--- src/logic/rfs_pkg.sv ---
/*
  rfs_pkg: register map, field positions, reset values and encodings for the
  rf_link_status / reader demodulation configuration register bank.
  Assumes a 32-bit AXI4-Lite register bus; printed offsets are word indices.
*/
package rfs_pkg;

  // register indices as printed; byte address is four times the index
  localparam logic [7:0]  CFG_INDEX      = 8'h1c;
  localparam logic [7:0]  STATUS_INDEX   = 8'h1d;
  localparam logic [9:0]  CFG_ADDR       = {CFG_INDEX, 2'b00};
  localparam logic [9:0]  STATUS_ADDR    = {STATUS_INDEX, 2'b00};

  // configuration word fields
  localparam int          CFG_COLL_LSB   = 5;
  localparam int          CFG_PREFILT    = 4;
  localparam int          CFG_RECT       = 3;
  localparam int          CFG_SYNC       = 2;
  localparam int          CFG_FSK        = 1;
  localparam int          CFG_BPSK       = 0;

  // status word fields
  localparam int          ST_STATE_LSB   = 24;
  localparam int          ST_GEAR_LSB    = 20;
  localparam int          ST_PLL         = 19;
  localparam int          ST_CRC         = 18;
  localparam int          ST_OWN_FIELD   = 17;
  localparam int          ST_EXT_FIELD   = 16;
  localparam int          ST_FAIL_LSB    = 13;
  localparam int          ST_RX_EN       = 12;
  localparam int          ST_TX_ACT      = 11;
  localparam int          ST_RX_ACT      = 10;
  localparam int          ST_GAIN_LSB    = 0;

  // reset values
  localparam logic [1:0]  COLL_RST       = 2'h0;
  localparam logic        PREFILT_RST    = 1'h0;
  localparam logic        RECT_RST       = 1'h0;
  localparam logic        SYNC_RST       = 1'h0;
  localparam logic        BPSK_RST       = 1'h0;
  localparam logic [2:0]  FAIL_RST       = 3'h0;

  localparam logic [1:0]  COLL_DISABLED  = 2'h3;
  localparam logic [1:0]  AVG_LAST       = 2'h3;

  // axi responses
  localparam logic [1:0]  RESP_OKAY      = 2'h0;
  localparam logic [1:0]  RESP_SLVERR    = 2'h2;

  // transceive sequencer states as reported
  typedef enum logic [2:0] {
    TRX_IDLE      = 3'h0,
    TRX_WAIT_TX   = 3'h1,
    TRX_TX        = 3'h2,
    TRX_WAIT_RX   = 3'h3,
    TRX_WAIT_DATA = 3'h4,
    TRX_RX        = 3'h5,
    TRX_LOOPBACK  = 3'h6
  } rfs_trx_t;

  // active-mode failure causes
  typedef enum logic [2:0] {
    FAIL_NONE      = 3'h0,
    FAIL_EXT_INIT  = 3'h1,
    FAIL_EXT_ACT   = 3'h2,
    FAIL_NO_EXT    = 3'h3,
    FAIL_PEER_DROP = 3'h4
  } rfs_fail_t;

endpackage

--- src/logic/rfs_status_config.sv ---
/*
  rfs_status_config: AXI4-Lite register bank holding the reader demodulation
  configuration word (which steers a small sample pre-processing path) and the
  read-only rf_link_status word assembled from live transceiver state.
  Assumes all status inputs are synchronous to aclk.
*/
`timescale 1ns/10ps
module rfs_status_config #(
  parameter int              SAMPLE_W    = 8,
  parameter int              FILT_CYCLES = 4,
  parameter logic [15:0]     CRC_RESIDUE = 16'h0000
) (
  input  wire logic                 aclk,
  input  wire logic                 aresetn,
  // axi4-lite slave
  input  wire logic [11:0]          s_axi_awaddr,
  input  wire logic                 s_axi_awvalid,
  output logic                      s_axi_awready,
  input  wire logic [31:0]          s_axi_wdata,
  input  wire logic [3:0]           s_axi_wstrb,
  input  wire logic                 s_axi_wvalid,
  output logic                      s_axi_wready,
  output logic [1:0]                s_axi_bresp,
  output logic                      s_axi_bvalid,
  input  wire logic                 s_axi_bready,
  input  wire logic [11:0]          s_axi_araddr,
  input  wire logic                 s_axi_arvalid,
  output logic                      s_axi_arready,
  output logic [31:0]               s_axi_rdata,
  output logic [1:0]                s_axi_rresp,
  output logic                      s_axi_rvalid,
  input  wire logic                 s_axi_rready,
  // live transceiver state
  input  wire logic [2:0]           trx_state,
  input  wire logic [3:0]           power_ctrl_step,
  input  wire logic                 rf_on,
  input  wire logic                 rf_freq_ok,
  input  wire logic                 pll_locked,
  input  wire logic [15:0]          crc_value,
  input  wire logic                 crc_inverted,
  input  wire logic                 own_field_on,
  input  wire logic                 level_detect,
  input  wire logic                 fail_event,
  input  wire logic [2:0]           fail_code,
  input  wire logic                 field_drive_on,
  input  wire logic                 decoder_ready,
  input  wire logic                 encoder_busy,
  input  wire logic                 decoder_busy,
  input  wire logic                 fsk_mode,
  input  wire logic [9:0]           gain_level,
  // sample path
  input  wire logic                 adc_valid,
  input  wire logic [SAMPLE_W-1:0]  adc_data,
  output logic                      sample_valid,
  output logic [SAMPLE_W-1:0]       sample_out,
  // configuration to the demodulator
  output logic [1:0]                collision_threshold,
  output logic                      collision_detect_en,
  output logic                      sync_at_max,
  output logic                      bpsk_select,
  output logic                      external_field_seen
);

  localparam int FCW = $clog2(FILT_CYCLES + 1);

  typedef struct packed {
    logic                 awready;
    logic                 aw_full;
    logic [11:0]          awaddr;
    logic                 wready;
    logic                 w_full;
    logic [31:0]          wdata;
    logic [3:0]           wstrb;
    logic                 bvalid;
    logic [1:0]           bresp;
    logic                 arready;
    logic                 rvalid;
    logic [31:0]          rdata;
    logic [1:0]           rresp;
    logic [1:0]           coll;
    logic                 coll_en;
    logic                 prefilt;
    logic                 rect;
    logic                 sync;
    logic                 bpsk;
    logic [2:0]           fail;
    logic                 drive_q;
    logic                 ext_field;
    logic [FCW-1:0]       filt_cnt;
    logic [1:0]           avg_cnt;
    logic [SAMPLE_W+1:0]  avg_acc;
    logic                 smp_valid;
    logic [SAMPLE_W-1:0]  smp;
  } rfs_state_t;

  rfs_state_t s;
  rfs_state_t next_s;

  // word address decode shared by the read and write paths
  function automatic logic [1:0] rfs_decode(input logic [11:0] addr);
    if (addr[11:2] == rfs_pkg::CFG_ADDR[9:2]) begin
      rfs_decode = 2'h1;
    end else if (addr[11:2] == rfs_pkg::STATUS_ADDR[9:2]) begin
      rfs_decode = 2'h2;
    end else begin
      rfs_decode = 2'h0;
    end
  endfunction

  // crc comparison against zero or the residue
  function automatic logic rfs_crc_good(input logic [15:0] crc, input logic inv);
    rfs_crc_good = (crc == (inv ? CRC_RESIDUE : 16'h0000));
  endfunction

  logic [SAMPLE_W-1:0] shaped;
  logic [31:0]         status_word;
  logic [31:0]         cfg_word;
  logic [1:0]          wsel;
  logic [1:0]          rsel;

  always_comb begin
    next_s = s;

    // status is assembled from live inputs at read time; only the failure cause and filtered field flag are latched
    status_word = 32'h0000_0000;
    status_word[rfs_pkg::ST_STATE_LSB +: 3] = trx_state;
    status_word[rfs_pkg::ST_GEAR_LSB +: 4]  = power_ctrl_step;
    status_word[rfs_pkg::ST_PLL]            = rf_on & rf_freq_ok & pll_locked;
    status_word[rfs_pkg::ST_CRC]            = rfs_crc_good(crc_value, crc_inverted);
    status_word[rfs_pkg::ST_OWN_FIELD]      = own_field_on;
    status_word[rfs_pkg::ST_EXT_FIELD]      = s.ext_field;
    status_word[rfs_pkg::ST_FAIL_LSB +: 3]  = s.fail;
    status_word[rfs_pkg::ST_RX_EN]          = decoder_ready;
    status_word[rfs_pkg::ST_TX_ACT]         = encoder_busy;
    status_word[rfs_pkg::ST_RX_ACT]         = decoder_busy;
    status_word[rfs_pkg::ST_GAIN_LSB +: 10] = gain_level;

    cfg_word = 32'h0000_0000;
    cfg_word[rfs_pkg::CFG_COLL_LSB +: 2] = s.coll;
    cfg_word[rfs_pkg::CFG_PREFILT]       = s.prefilt;
    cfg_word[rfs_pkg::CFG_RECT]          = s.rect;
    cfg_word[rfs_pkg::CFG_SYNC]          = s.sync;
    cfg_word[rfs_pkg::CFG_FSK]           = fsk_mode;
    cfg_word[rfs_pkg::CFG_BPSK]          = s.bpsk;

    // write channel: address and data are caught independently
    if (s_axi_awvalid && s.awready) begin
      next_s.aw_full = 1'b1;
      next_s.awaddr  = s_axi_awaddr;
    end
    if (s_axi_wvalid && s.wready) begin
      next_s.w_full = 1'b1;
      next_s.wdata  = s_axi_wdata;
      next_s.wstrb  = s_axi_wstrb;
    end
    if (s.bvalid && s_axi_bready) begin
      next_s.bvalid = 1'b0;
    end
    wsel = rfs_decode(s.awaddr);
    if (s.aw_full && s.w_full && !s.bvalid) begin
      next_s.aw_full = 1'b0;
      next_s.w_full  = 1'b0;
      next_s.bvalid  = 1'b1;
      next_s.bresp   = (wsel == 2'h0) ? rfs_pkg::RESP_SLVERR : rfs_pkg::RESP_OKAY;
      // only the low byte holds writable bits; the status word takes no write
      if (wsel == 2'h1 && s.wstrb[0]) begin
        next_s.coll    = s.wdata[rfs_pkg::CFG_COLL_LSB +: 2];
        next_s.prefilt = s.wdata[rfs_pkg::CFG_PREFILT];
        next_s.rect    = s.wdata[rfs_pkg::CFG_RECT];
        next_s.sync    = s.wdata[rfs_pkg::CFG_SYNC];
        next_s.bpsk    = s.wdata[rfs_pkg::CFG_BPSK];
      end
    end
    // one write in flight: no new address or data until the response leaves
    next_s.awready = !next_s.aw_full && !next_s.bvalid;
    next_s.wready  = !next_s.w_full && !next_s.bvalid;
    next_s.coll_en = (next_s.coll != rfs_pkg::COLL_DISABLED);

    // read channel: answer one cycle after the address is taken
    rsel = rfs_decode(s_axi_araddr);
    if (s.rvalid && s_axi_rready) begin
      next_s.rvalid = 1'b0;
    end
    if (s_axi_arvalid && s.arready) begin
      next_s.rvalid = 1'b1;
      if (rsel == 2'h1) begin
        next_s.rdata = cfg_word;
        next_s.rresp = rfs_pkg::RESP_OKAY;
      end else if (rsel == 2'h2) begin
        next_s.rdata = status_word;
        next_s.rresp = rfs_pkg::RESP_OKAY;
      end else begin
        next_s.rdata = 32'h0000_0000;
        next_s.rresp = rfs_pkg::RESP_SLVERR;
      end
    end
    next_s.arready = !next_s.rvalid;

    // failure cause: cleared on the rising edge of the drive enable, a new
    // failure in the same cycle wins so it is never lost
    next_s.drive_q = field_drive_on;
    if (field_drive_on && !s.drive_q) begin
      next_s.fail = rfs_pkg::FAIL_RST;
    end
    if (fail_event) begin
      next_s.fail = fail_code;
    end

    // level detector filter: a change must persist FILT_CYCLES cycles,
    // which trades a little latency for immunity to detector glitches
    if (level_detect == s.ext_field) begin
      next_s.filt_cnt = '0;
    end else if (s.filt_cnt == FCW'(FILT_CYCLES - 1)) begin
      next_s.filt_cnt  = '0;
      next_s.ext_field = level_detect;
    end else begin
      next_s.filt_cnt = s.filt_cnt + FCW'(1);
    end

    // sample path: optional squaring about mid-scale, then optional average
    if (s.rect) begin
      shaped = adc_data[SAMPLE_W-1] ? {SAMPLE_W{1'b1}} : {SAMPLE_W{1'b0}};
    end else begin
      shaped = adc_data;
    end
    next_s.smp_valid = 1'b0;
    if (adc_valid) begin
      if (s.prefilt) begin
        if (s.avg_cnt == rfs_pkg::AVG_LAST) begin
          next_s.smp       = SAMPLE_W'((s.avg_acc + (SAMPLE_W+2)'(shaped)) >> 2);
          next_s.smp_valid = 1'b1;
          next_s.avg_acc   = '0;
          next_s.avg_cnt   = 2'h0;
        end else begin
          next_s.avg_acc = s.avg_acc + (SAMPLE_W+2)'(shaped);
          next_s.avg_cnt = s.avg_cnt + 2'h1;
        end
      end else begin
        next_s.smp       = shaped;
        next_s.smp_valid = 1'b1;
        next_s.avg_acc   = '0;
        next_s.avg_cnt   = 2'h0;
      end
    end
  end

  // single state register, synchronous reset
  always_ff @(posedge aclk) begin
    if (!aresetn) begin
      s         <= '0;
      s.coll    <= rfs_pkg::COLL_RST;
      s.coll_en <= 1'b1;
      s.prefilt <= rfs_pkg::PREFILT_RST;
      s.rect    <= rfs_pkg::RECT_RST;
      s.sync    <= rfs_pkg::SYNC_RST;
      s.bpsk    <= rfs_pkg::BPSK_RST;
      s.fail    <= rfs_pkg::FAIL_RST;
    end else begin
      s <= next_s;
    end
  end

  // outputs straight from the state register
  assign s_axi_awready       = s.awready;
  assign s_axi_wready        = s.wready;
  assign s_axi_bvalid        = s.bvalid;
  assign s_axi_bresp         = s.bresp;
  assign s_axi_arready       = s.arready;
  assign s_axi_rvalid        = s.rvalid;
  assign s_axi_rdata         = s.rdata;
  assign s_axi_rresp         = s.rresp;
  assign sample_valid        = s.smp_valid;
  assign sample_out          = s.smp;
  assign collision_threshold = s.coll;
  assign collision_detect_en = s.coll_en;
  assign sync_at_max         = s.sync;
  assign bpsk_select         = s.bpsk;
  assign external_field_seen = s.ext_field;
endmodule

--- config.mk ---
export PLATFORM = sky130hd
export DESIGN_NAME = rfs_status_config
export DESIGN_NICKNAME = d
export VERILOG_FILES = /design/src/logic/rfs_pkg.sv /design/src/logic/rfs_status_config.sv
export SDC_FILE = /design/constraint.sdc
export NUM_CORES = 1
export LEC_CHECK = 0
export BUFFER_PORTS_ARGS = -buffer_cell sky130_fd_sc_hd__buf_2
export CELL_PAD_IN_SITES_DETAIL_PLACEMENT = 1
export CELL_PAD_IN_SITES_GLOBAL_PLACEMENT = 1
export CORE_MARGIN = 3
export CORE_UTILIZATION = 37
export CTS_CLUSTER_DIAMETER = 40
export DETAILED_ROUTE_END_ITERATION = 10
export PLACE_DENSITY_LB_ADDON = 0.08
export SYNTH_ARGS = -nofsm -noshare
export SYNTH_HDL_FRONTEND = slang
export SYNTH_SLANG_ARGS = --single-unit
--- constraint.sdc ---
create_clock -name aclk -period 6.7 [get_ports aclk]
set_input_delay 0 -clock aclk [delete_from_list [all_inputs] [get_ports aclk]]
set_output_delay 0 -clock aclk [all_outputs]
set_load 0.05 [all_outputs]
---- Word level (Yosys, flattened, before mapping) ----
Index checks and enable logic that the tools add are counted.
word-level totals
  logic and storage cells ................. 95
  flip-flop bits (word level) ............. 127
  input port bits ......................... 124
  output and inout port bits .............. 56
cells by class
  muxes and demuxes ....................... 24
  reduce and logical (&&, ||, !) cells .... 25
  add/subtract/negate cells ............... 3
  equal/unequal tests ..................... 12
  bitwise logic cells ..................... 4
operators by type and width
  kind                                            count
  2-to-1 mux 29 bit                               2
  == test 10 x 5 -> 1 bit, second input constant  4
  2-to-1 mux 37 bit                               1
  2-to-1 mux 35 bit                               1
  2-to-1 mux 21 bit                               1
  zero test 16 bit                                1
  2-to-1 mux 8 bit                                2
  2-to-1 mux 2 bit                                7
  2-to-1 mux 13 bit                               1
  2-to-1 mux 12 bit                               1
  logical AND 1 bit                               11
  adder 10 x 8 -> 10 bit                          1
  2-to-1 mux 3 bit                                3
  2-to-1 mux 9 bit                                1
  AND reduction 2 bit                             4
  zero test 1 bit                                 6
  == test 2 x 1 -> 1 bit, second input constant   2
  == test 2 bit, second input constant            2
  2-to-1 mux 1 bit                                4
  adder 3 x 1 -> 3 bit, second input constant     1
  == test 3 x 2 -> 1 bit, second input constant   1
  OR reduction 3 bit                              1
  adder 2 x 1 -> 2 bit, second input constant     1
  AND 1 bit                                       2
  6 further kinds                                 7

---- Logic depth before layout (Yosys ltp) ----
Gate-level depths: netlist (run 1).
  word-level depth ........................ 8
  mapped depth ............................ 11
  gate-level depth less buffers ........... 10

---- Least setup slack after synthesis (run 1) ----
No wires, ideal clock.
  path kind ............................... reg-to-reg
  start point ............................. register s (netlist bit cfg_word[3])
  end point ............................... register s (netlist bit sample_out[6])
  data arrival time ....................... 2357 ps
  data required time ...................... 6578 ps
  setup time .............................. 122 ps
  cell stages (with the launch flop) ...... 12
  period minus slack after synthesis ...... 2479 ps
  buffers on the path ..................... 1
  slack ................................... 4221 ps
  path through ............................ dfxtp_1 clkbuf_1 nand2_1 o21ai_0 ha_1 fa_1 a21o_1 a221oi_2 o21ai_1 xor2_1 a221oi_1 nor2_1
between the ends
  cells in the longest elaborated chain, start to end .. 4
ends and longest elaborated chain
  what                    line                      text
  start, declared         rfs_status_config.sv:96   rfs_state_t s;
  start signal, assigned  rfs_status_config.sv:259  s <= next_s;
  2-to-1 mux 8 bit (*)    rfs_status_config.sv:221  if (s.rect) begin
  adder 10 x 8 -> 10 bit  rfs_status_config.sv:230  next_s.smp = SAMPLE_W'((s.avg_acc + (SAMPLE_W+2)'(shaped)) >> 2);
  2-to-1 mux 9 bit        rfs_status_config.sv:229  if (s.avg_cnt == rfs_pkg::AVG_LAST) begin
  2-to-1 mux 21 bit (*)   rfs_status_config.sv:228  if (s.prefilt) begin
Mark *: on every way between the ends. The rest lies on a longest branch, timed or not. The select of a mux whose other input is x is not followed.
A chain may end at the register's enable or synchronous reset.

---- Worst setup path in the final report (run 1) ----
Same ends and word-level chain as after synthesis.

==> results.toml, run 1 <==
[outcome]
status = "finished, final reports clean"

[logic_synthesis]
synthTopCellsByCount = "nand2_1, dfxtp_1, buf_4, a21oi_1, o21ai_0"
synth_warnings = 0
synth-edff-count = 0
yosysTopAreaCell = "dfxtp_1"
ys_seq_area_share_pct = 41.75
syn-mean-instance-area_sq_um = 8.385
synthFlopType = "dfxtp_1"
synth_seq_cells = 89
synth.most_common_cell = "nand2_1"
post_synth_num_cell_types = 48
async_reset_ff_share_pct = 0
yosysTopAreaCellShare_pct = 41.75
syn_inst = 509
synth_area_leaders = "dfxtp_1, nand2_1, buf_4"
synth_area_sq_um = 4268

[clocking]
cts_sinks = 89
htree_levels = 3
cts_buffer_depth = 2
clk-insertion-delay-late_ns = 0.34
cts_tree = "built"
clkTransAtPathRegs_ns = 0.07
cts_root_buffer = "clkbuf_16"
numCtsBuffers = 9

[timing]
rsz0062_at_grt = "no"
final_hold_viol_count = 0
period_needed_ns = 2.910
slew_violations = 0
worst_pin_slew_ns = 1.081
fin_skew_ns = 0.004182
finalCritPeriodShare_pct = 43.44
relSlewSlack_pct = 27.72
holdWs_ns = 0.01965
clock.fmax_mhz = 343.6
fin_setup_tns_ns = 0
setup_viol = 0

[min_path]
hold_path_class = "in -> reg"

[global_routing]
grt_pass1_wl_mm = 18.85
grt_max_degree = 74
antenna_found_initial = 0
grt-ovfl-total = 0
grtUsageTotal_pct = 18.10
grt_pass1_vias = 3948

[critical_path]
crit_required_ns = 6.93
cp.arrival_ns = 3.14
critPathMaxFanout = 10
criticalPathCategory = "reg -> reg"
cp_top_family = "compound AO/OA/AOI/OAI gates"
cp.buffers_inverters = 0
cp_cell_sequence = "nand2_1 > o21ai_0 > ha_1 > fa_1 > a21o_1 > a221oi_2 > o21ai_1 > xor2_1 > a221oi_1 > nor2_1"
critPathLaunchType = "flip-flop"
cp_slowest_cell = "dfxtp_1"
worst_setup_path_end_kind = "flip-flop"
critPathMaxStageDelay_ns = 0.44

[floorplanning]
rows = 38
ios = 180
dieArea_sq_um = 12860
initial_utilization_pct = 38.52
fp.coreArea_sq_um = 11080
fp.dieH_microns = 113.4
die_x_microns = 113.4

[power]
power-per-cell-area_nw_per_um2 = 225.8
p_leak_nw = 2.402
worst_ir_drop_vdd_v = 0.0001427

[placement]
io_buffers = 138
gp_congestion = 0.7690
hpwl_mm = 8.059

[detailed_routing]
drt_iter0_markers = 156
wl_per_cell_microns = 14.75
via_per_inst = 4.914
antenna_left = 0
dr.pass1.iters = 4
wl_mm = 11.52
drc = 0
vias = 3838

[flow_run]
max_cap_violations = 0

[layout]
diodes = 0
area_growth_pct = 27.35
fin_nets = 772
drive_above_1_share_pct = 25.59
-- cell type report --
type / instances / area [sq um]
well taps: 140 / 175.2
inverters: 13 / 48.80
flip-flops and latches: 89 / 1782
clock buffers: 9 / 225.2
clock inverters: 7 / 68.82
multi-input cells: 342 / 2019
fillers: 1388 / 5643
repair buffers: 181 / 1116
-- registers in the layout, summed over array words and instances (netlist names), 2 cells and up --
signal	count
s	38
collision_threshold	2
s_axi_rdata	27
cfg_word	2
sample_out	8
-- worst min-delay path, stage by stage --
cell and delay (ns):
buf_2 0.15, nand3_1 0.09, a21boi_0 0.06
-- final timing paths --
kind / start / end / slack [ns] / cells past startpoint
worst max-delay path: cfg_word[3]$_SDFFE_PN0P_ / sample_out[6]$_SDFFE_PN0P_ / 3.79 / 10
worst min-delay path: s_axi_wvalid / s[75]$_SDFFE_PN0P_ / 0.02 / 3
worst max register to register: cfg_word[3]$_SDFFE_PN0P_ / sample_out[6]$_SDFFE_PN0P_ / 3.79 / 10
worst min register to register: s[21]$_SDFF_PP0_ / s[21]$_SDFF_PP0_ / 0.42 / 1
-- cells in the final DEF (no fill, tap or decap), types with 15 or more instances in the layout --
cell type | synthesis | final
buf_2 | 3 | 138
nand2_1 | 98 | 98
dfxtp_1 | 89 | 89
dlygate4sd3_1 | 0 | 41
a21oi_1 | 35 | 35
o21ai_0 | 26 | 26
a21boi_0 | 20 | 20
and2_1 | 19 | 19
nor2b_1 | 18 | 18
mux2i_1 | 15 | 15
-- layer usage --
layer	part of all wire, %	track usage [%]
met1	45	22.04
met4	1.7	6.971
met5	0	0
met2	48	31.52
met3	4.7	3.554
-- report_power, final --
group	switching, W	total (W)	internal, W
clock	0.000217	0.000506	0.000288
sequential	0.0000102	0.000557	0.000547
combinational	0.000101	0.000165	0.0000636
total	0.000328	0.00123	0.000899
-- cell families (layout without fill, tap and decap cells) --
group	count (synthesis)	after routing	synth area share, %
adders and majority gates	12	12	3.694
AOI/OAI and AO/OA	103	103	15.07
muxes	15	15	3.518
DFF	89	89	41.75
and+or+nand+nor	197	197	22.63
other	1	7	0.08787
xor gates and xnor gates	8	8	1.642
buffers and inverters	84	210	11.61
-- repair_timing --
action                                 in CTS  in global routing
hold buffers                               41                  0
setup buffers                               0                  0
gates resized for setup                     0                  0
endpoints found under the hold margin      40                  0
-- through the flow --
step	instance area [sq um]	utilization, %	instances	power (W)	worst slack (ns)
after global routing	5435	49.06	781	0.001289	3.619
after detailed placement	4731	42.70	724	0.0007163	3.787
after global placement	4731	42.70	724	0.0007123	3.867
after floorplan	4290	-	515	0.0006777	4.221
final	5435	49.06	781	0.001227	3.790
after CTS	5435	49.06	781	0.001247	3.776
No activity file was read; power rests on OpenSTA's default activity.
==> inputs of run 2 (changes only) <==
Settings changed: ABC_AREA set to 1, CORE_UTILIZATION 37 to 30.
Clock period 6.7 ns to 2.4 ns, I/O delays scaled along.
==> results.toml, run 2 <==
[outcome]
status = "finished, final reports clean"

[timing]
clock.fmax_mhz = 472.2
slew_violations = 0
rsz0062_at_grt = "no"
setup_viol = 0
worst_pin_slew_ns = 0.8596
final_hold_viol_count = 0
finalCritPeriodShare_pct = 88.24
period_needed_ns = 2.118
fin_skew_ns = 0.005854
fin_setup_tns_ns = 0
setup_ws_ns = 0.2822
relSlewSlack_pct = 42.63

[layout]
final_cells = 916
diodes = 0
final-seq-area_sq_um = 1782
drive_above_1_share_pct = 26.09
layout_commonest_cell = "buf_2"
fin_nets = 867
area_growth_pct = 29.11
post-route-util_pct = 40.28
nFillCells = 1791
multi_input_area_sq_um = 2013
largest_register_ffs = 38
registers.top_by_ff_count = "s"
final_cell_mix = "buf_2, nor2_1, nand2_1"

[global_routing]
grt-ovfl-total = 0
grtUsageTotal_pct = 16.71
antenna_found_initial = 0
grt_pass1_vias = 4441
grt_max_degree = 56
grt_pass1_wl_mm = 21.80

[detailed_routing]
drt_iter0_markers = 161
dr.pass1.iters = 4
via_per_inst = 4.602
antenna_left = 0
drc = 0
wl_mm = 13.38
wl_per_cell_microns = 14.61
vias = 4215

[power]
power-per-cell-area_nw_per_um2 = 618.5
worst_ir_drop_vdd_v = 0.0003377
p_leak_nw = 2.727

[floorplanning]
die_x_microns = 127.3
initial_utilization_pct = 31.20
ios = 180
dieArea_sq_um = 16210
rows = 43
fp.dieH_microns = 127.3
fp.coreArea_sq_um = 14150

[logic_synthesis]
syn-mean-instance-area_sq_um = 7.494
synthFlopType = "dfxtp_1"
async_reset_ff_share_pct = 0
syn_inst = 589
synth_area_sq_um = 4414
post_synth_num_cell_types = 36
synth-edff-count = 0
yosysTopAreaCellShare_pct = 40.36
synth_warnings = 0
synth_seq_cells = 89
synth_area_leaders = "dfxtp_1, buf_4, nor2_1"
synthTopCellsByCount = "nor2_1, nand2_1, dfxtp_1, o21ai_0, buf_4"
yosysTopAreaCell = "dfxtp_1"
synth.most_common_cell = "nor2_1"
ys_seq_area_share_pct = 40.36

[placement]
io_buffers = 138
dp.cells = 852
hpwl_mm = 9.664
dp_slack_ns = 0.2558
gp_congestion = 0.7937

[critical_path]
worst_setup_path_end_kind = "flip-flop"
critPathLaunchType = "flip-flop"
critPathMaxFanout = 4
crit_required_ns = 2.67
cp.arrival_ns = 2.39
criticalPathCategory = "reg -> reg"

[min_path]
hold_path_class = "in -> reg"

[flow_run]
max_cap_violations = 0

[clocking]
cts_root_buffer = "clkbuf_16"
numCtsBuffers = 9
cts_sinks = 89
clkTransAtPathRegs_ns = 0.07
clk-insertion-delay-late_ns = 0.34
post-cts-setup-buffers = 0
cts_tree = "built"
htree_levels = 3
cts_buffer_depth = 2
run 2: changes by cell type after synthesis, sizes merged, moves of 7 or more:
cell / previous run / this run
mux2i: 15 / 0
a21oi: 35 / 45
o21ai: 27 / 61
nand3: 10 / 24
nand2b: 7 / 0
inv: 13 / 42
nor2b: 18 / 0
nor3: 5 / 24
and2: 20 / 0
nor2: 12 / 97
a21boi: 20 / 1
run 2: cell families (layout without fill, tap and decap cells):
kind of cell	Yosys count	after routing	synth area share, %
buf+inv	114	255	14.60
compound gates	113	113	13.49
xor+xnor	3	3	0.5953
flops	89	89	40.36
simple gates	257	257	27.30
other cells	1	7	0.08495
fa+ha+maj	12	12	3.571
run 2: layout make-up:
type / count / area share (%)
clock buffers: 10 / 4.018
clock inverters: 6 / 0.7464
inverters: 43 / 2.832
multi-input cells: 392 / 35.32
flip-flops and latches: 89 / 31.26
well taps: 180 / 3.952
repair buffers: 196 / 21.87
run 2: path summary, 6_finish.rpt:
kind,startpoint,end,slack [ns],depth (start not counted)
setup / recovery,cfg_word[3]$_SDFFE_PN0P_,sample_out[2]$_SDFFE_PN0P_,0.28,11
hold / removal,fail_event,s[27]$_SDFFE_PN0P_,0.01,4
setup reg to reg,cfg_word[3]$_SDFFE_PN0P_,sample_out[2]$_SDFFE_PN0P_,0.28,11
hold reg to reg,s[111]$_SDFF_PN0_,s_axi_wready$_SDFF_PN0_,0.43,1
run 2: timing repair:
item                                   CTS  global route
endpoints found under the hold margin   41             0
setup endpoints to repair                0             1
resized for setup                        0             1
hold buffers                            48             0
run 2: metal layers:
layer	vias up	GRT usage (%)	routed length, microns	share of wire, %
met5	-	0	0	0
met4	0	5.174	171	1.3
met3	13	3.303	590	4.4
met2	104	28.58	6434	48
met1	1952	21.23	6184	46
li1	2146	-	-	-
run 2: power breakdown:
part           leakage [nW]  switching [W]  internal [W]
Sequential            0.728      0.0000367       0.00155
Combinational          1.87       0.000407      0.000212
Clock                 0.129       0.000612      0.000704
run 2: stage by stage:
step / hold slack, ns / cell area, sq um / power, W
finish: 0.01278 / 5699 / 0.003525
detailed placement: 0.2129 / 4945 / 0.002191
global route: 0.01914 / 5699 / 0.003718
floorplan: 0.09345 / 4437 / 0.002066
CTS: 0.004212 / 5697 / 0.003598
global placement: 0.1984 / 4945 / 0.002178
run 2: critical path, cell delays in order (launching register included):
cell      delay [ns]
dfxtp_1         0.33
clkinv_1        0.10
buf_4           0.16
nand2_1         0.07
nand2_1         0.08
ha_2            0.22
fa_1            0.41
nand3_1         0.10
nand2_1         0.11
xor2_1          0.23
nand2_1         0.09
a21oi_1         0.14
==> inputs of run 3 (changes only) <==
Settings changed: ABC_AREA 1 to unset, CORE_UTILIZATION 30 to 31.
==> results.toml, run 3 (synthesized netlist as in run 1, its figures left out) <==
[clocking]
cts_tree = "built"
cts_buffer_depth = 2
clk-insertion-delay-late_ns = 0.35
cts_root_buffer = "clkbuf_16"
clkTransAtPathRegs_ns = 0.07
cts_sinks = 89
numCtsBuffers = 9
htree_levels = 3

[power]
p_leak_nw = 2.483
worst_ir_drop_vdd_v = 0.0002715
power-per-cell-area_nw_per_um2 = 602.1

[layout]
area_growth_pct = 32.69
drive_above_1_share_pct = 28.77
largest_register_ffs = 38
final-seq-area_sq_um = 1785
fin_nets = 788
layout_commonest_cell = "buf_2"
final_cells = 833
registers.top_by_ff_count = "s"
final_cell_mix = "buf_2, nand2_1, dfxtp_1"
nFillCells = 1617
diodes = 0
multi_input_area_sq_um = 2082

[flow_run]
max_cap_violations = 0

[global_routing]
grtUsageTotal_pct = 16.20
grt_util_met2_pct = 28.07
grt-busiest-layer = "met2"
met3_usage_pct = 3.568
use_met1_pct = 19.50
grt_pass1_vias = 3957
grt_max_degree = 31
grt_pass1_wl_mm = 19.24
grt-ovfl-total = 0
antenna_found_initial = 0

[detailed_routing]
wl_per_cell_microns = 14.98
wl_mm = 12.48
via_per_inst = 4.658
dr.pass1.iters = 4
drt_iter0_markers = 121
drc = 0
antenna_left = 0
vias = 3880

[timing]
finalCritPeriodShare_pct = 95.99
slew_violations = 0
period_needed_ns = 2.304
relSlewSlack_pct = 57.91
clock.fmax_mhz = 434.1
final_hold_viol_count = 0
fin_skew_ns = 0.01116
worst_pin_slew_ns = 0.6290
setup_viol = 0
setup_ws_ns = 0.09623

[critical_path]
worst_setup_path_end_kind = "flip-flop"
critPathLaunchType = "flip-flop"
crit_required_ns = 2.63
criticalPathCategory = "reg -> reg"
r2r_start = "cfg_word[3]$_SDFFE_PN0P_"
startpoint = "cfg_word[3]$_SDFFE_PN0P_"
critPathMaxFanout = 5
rrSetupSlack_ns = 0.1
cp.arrival_ns = 2.53

[placement]
io_buffers = 138
hpwl_mm = 9.008
gp_congestion = 0.8228
dp.cells = 773
dp_slack_ns = -0.04423

[floorplanning]
dieArea_sq_um = 15210
rows = 42
ios = 180
die_x_microns = 123.3
initial_utilization_pct = 31.97
fp.coreArea_sq_um = 13350
fp.dieH_microns = 123.3

[min_path]
hold_path_class = "in -> reg"
min_from = "s_axi_wvalid"

[outcome]
status = "finished, final reports clean"
## run 3: stage by stage
stage	cell area, sq um	setup TNS, ns	utilization, %	total power, W	hold slack (ns)
CTS	5587	-0.09858	41.85	0.003456	0.001740
finish	5663	0	42.43	0.003410	0.01392
floorplan	4294	0	-	0.001892	0.1217
detailed placement	4876	-0.05578	36.53	0.002017	0.2403
global placement	4876	0	36.53	0.002006	0.2390
global route	5663	-0.1127	42.43	0.003580	0.01106
## run 3: routing by layer
layer	share of wire (%)	vias up	routed length, microns
li1	-	1955	-
met3	6.6	13	828
met1	45	1801	5610
met4	1.6	0	195
met5	0	-	0
met2	47	111	5840
## run 3: worst max-delay path, stage by stage, from the launching register on
cell and delay [ns]:
dfxtp_4 0.38, nand2_4 0.07, buf_4 0.15, o21ai_1 0.11, ha_2 0.34, a21o_4 0.24, a221oi_4 0.33, o21ai_2 0.10
xor2_1 0.16, a221oi_2 0.23, nor2_1 0.06
## run 3: cell type report
type                            instances  share of cell area (%)
Tap cell                              176                   3.889
Clock buffer                           10                   4.220
Multi-Input combinational cell        342                   36.77
Sequential cell                        89                   31.53
Clock inverter                          6                  0.8617
Inverter                               13                  0.8617
Timing Repair Buffer                  197                   21.87
## run 3: worst paths after layout
path / depth (start not counted) / end
worst max-delay path: 10 / sample_out[6]$_SDFFE_PN0P_
worst min-delay path: 3 / s[75]$_SDFFE_PN0P_
worst max register to register: 10 / sample_out[6]$_SDFFE_PN0P_
worst min register to register: 1 / s[21]$_SDFF_PP0_
## run 3: where the power goes
group | switching (W) | internal (W)
combinational | 0.000295 | 0.000189
sequential | 0.0000291 | 0.00152
clock | 0.000631 | 0.000741
total | 0.000955 | 0.00246
## run 3: timing repair
item,CTS,global route
endpoints found under the setup margin,4,9
gates resized for setup,2,17
endpoints found under the hold margin,40,0
buffers inserted,0,2
hold buffers,42,0
pin swaps,2,6
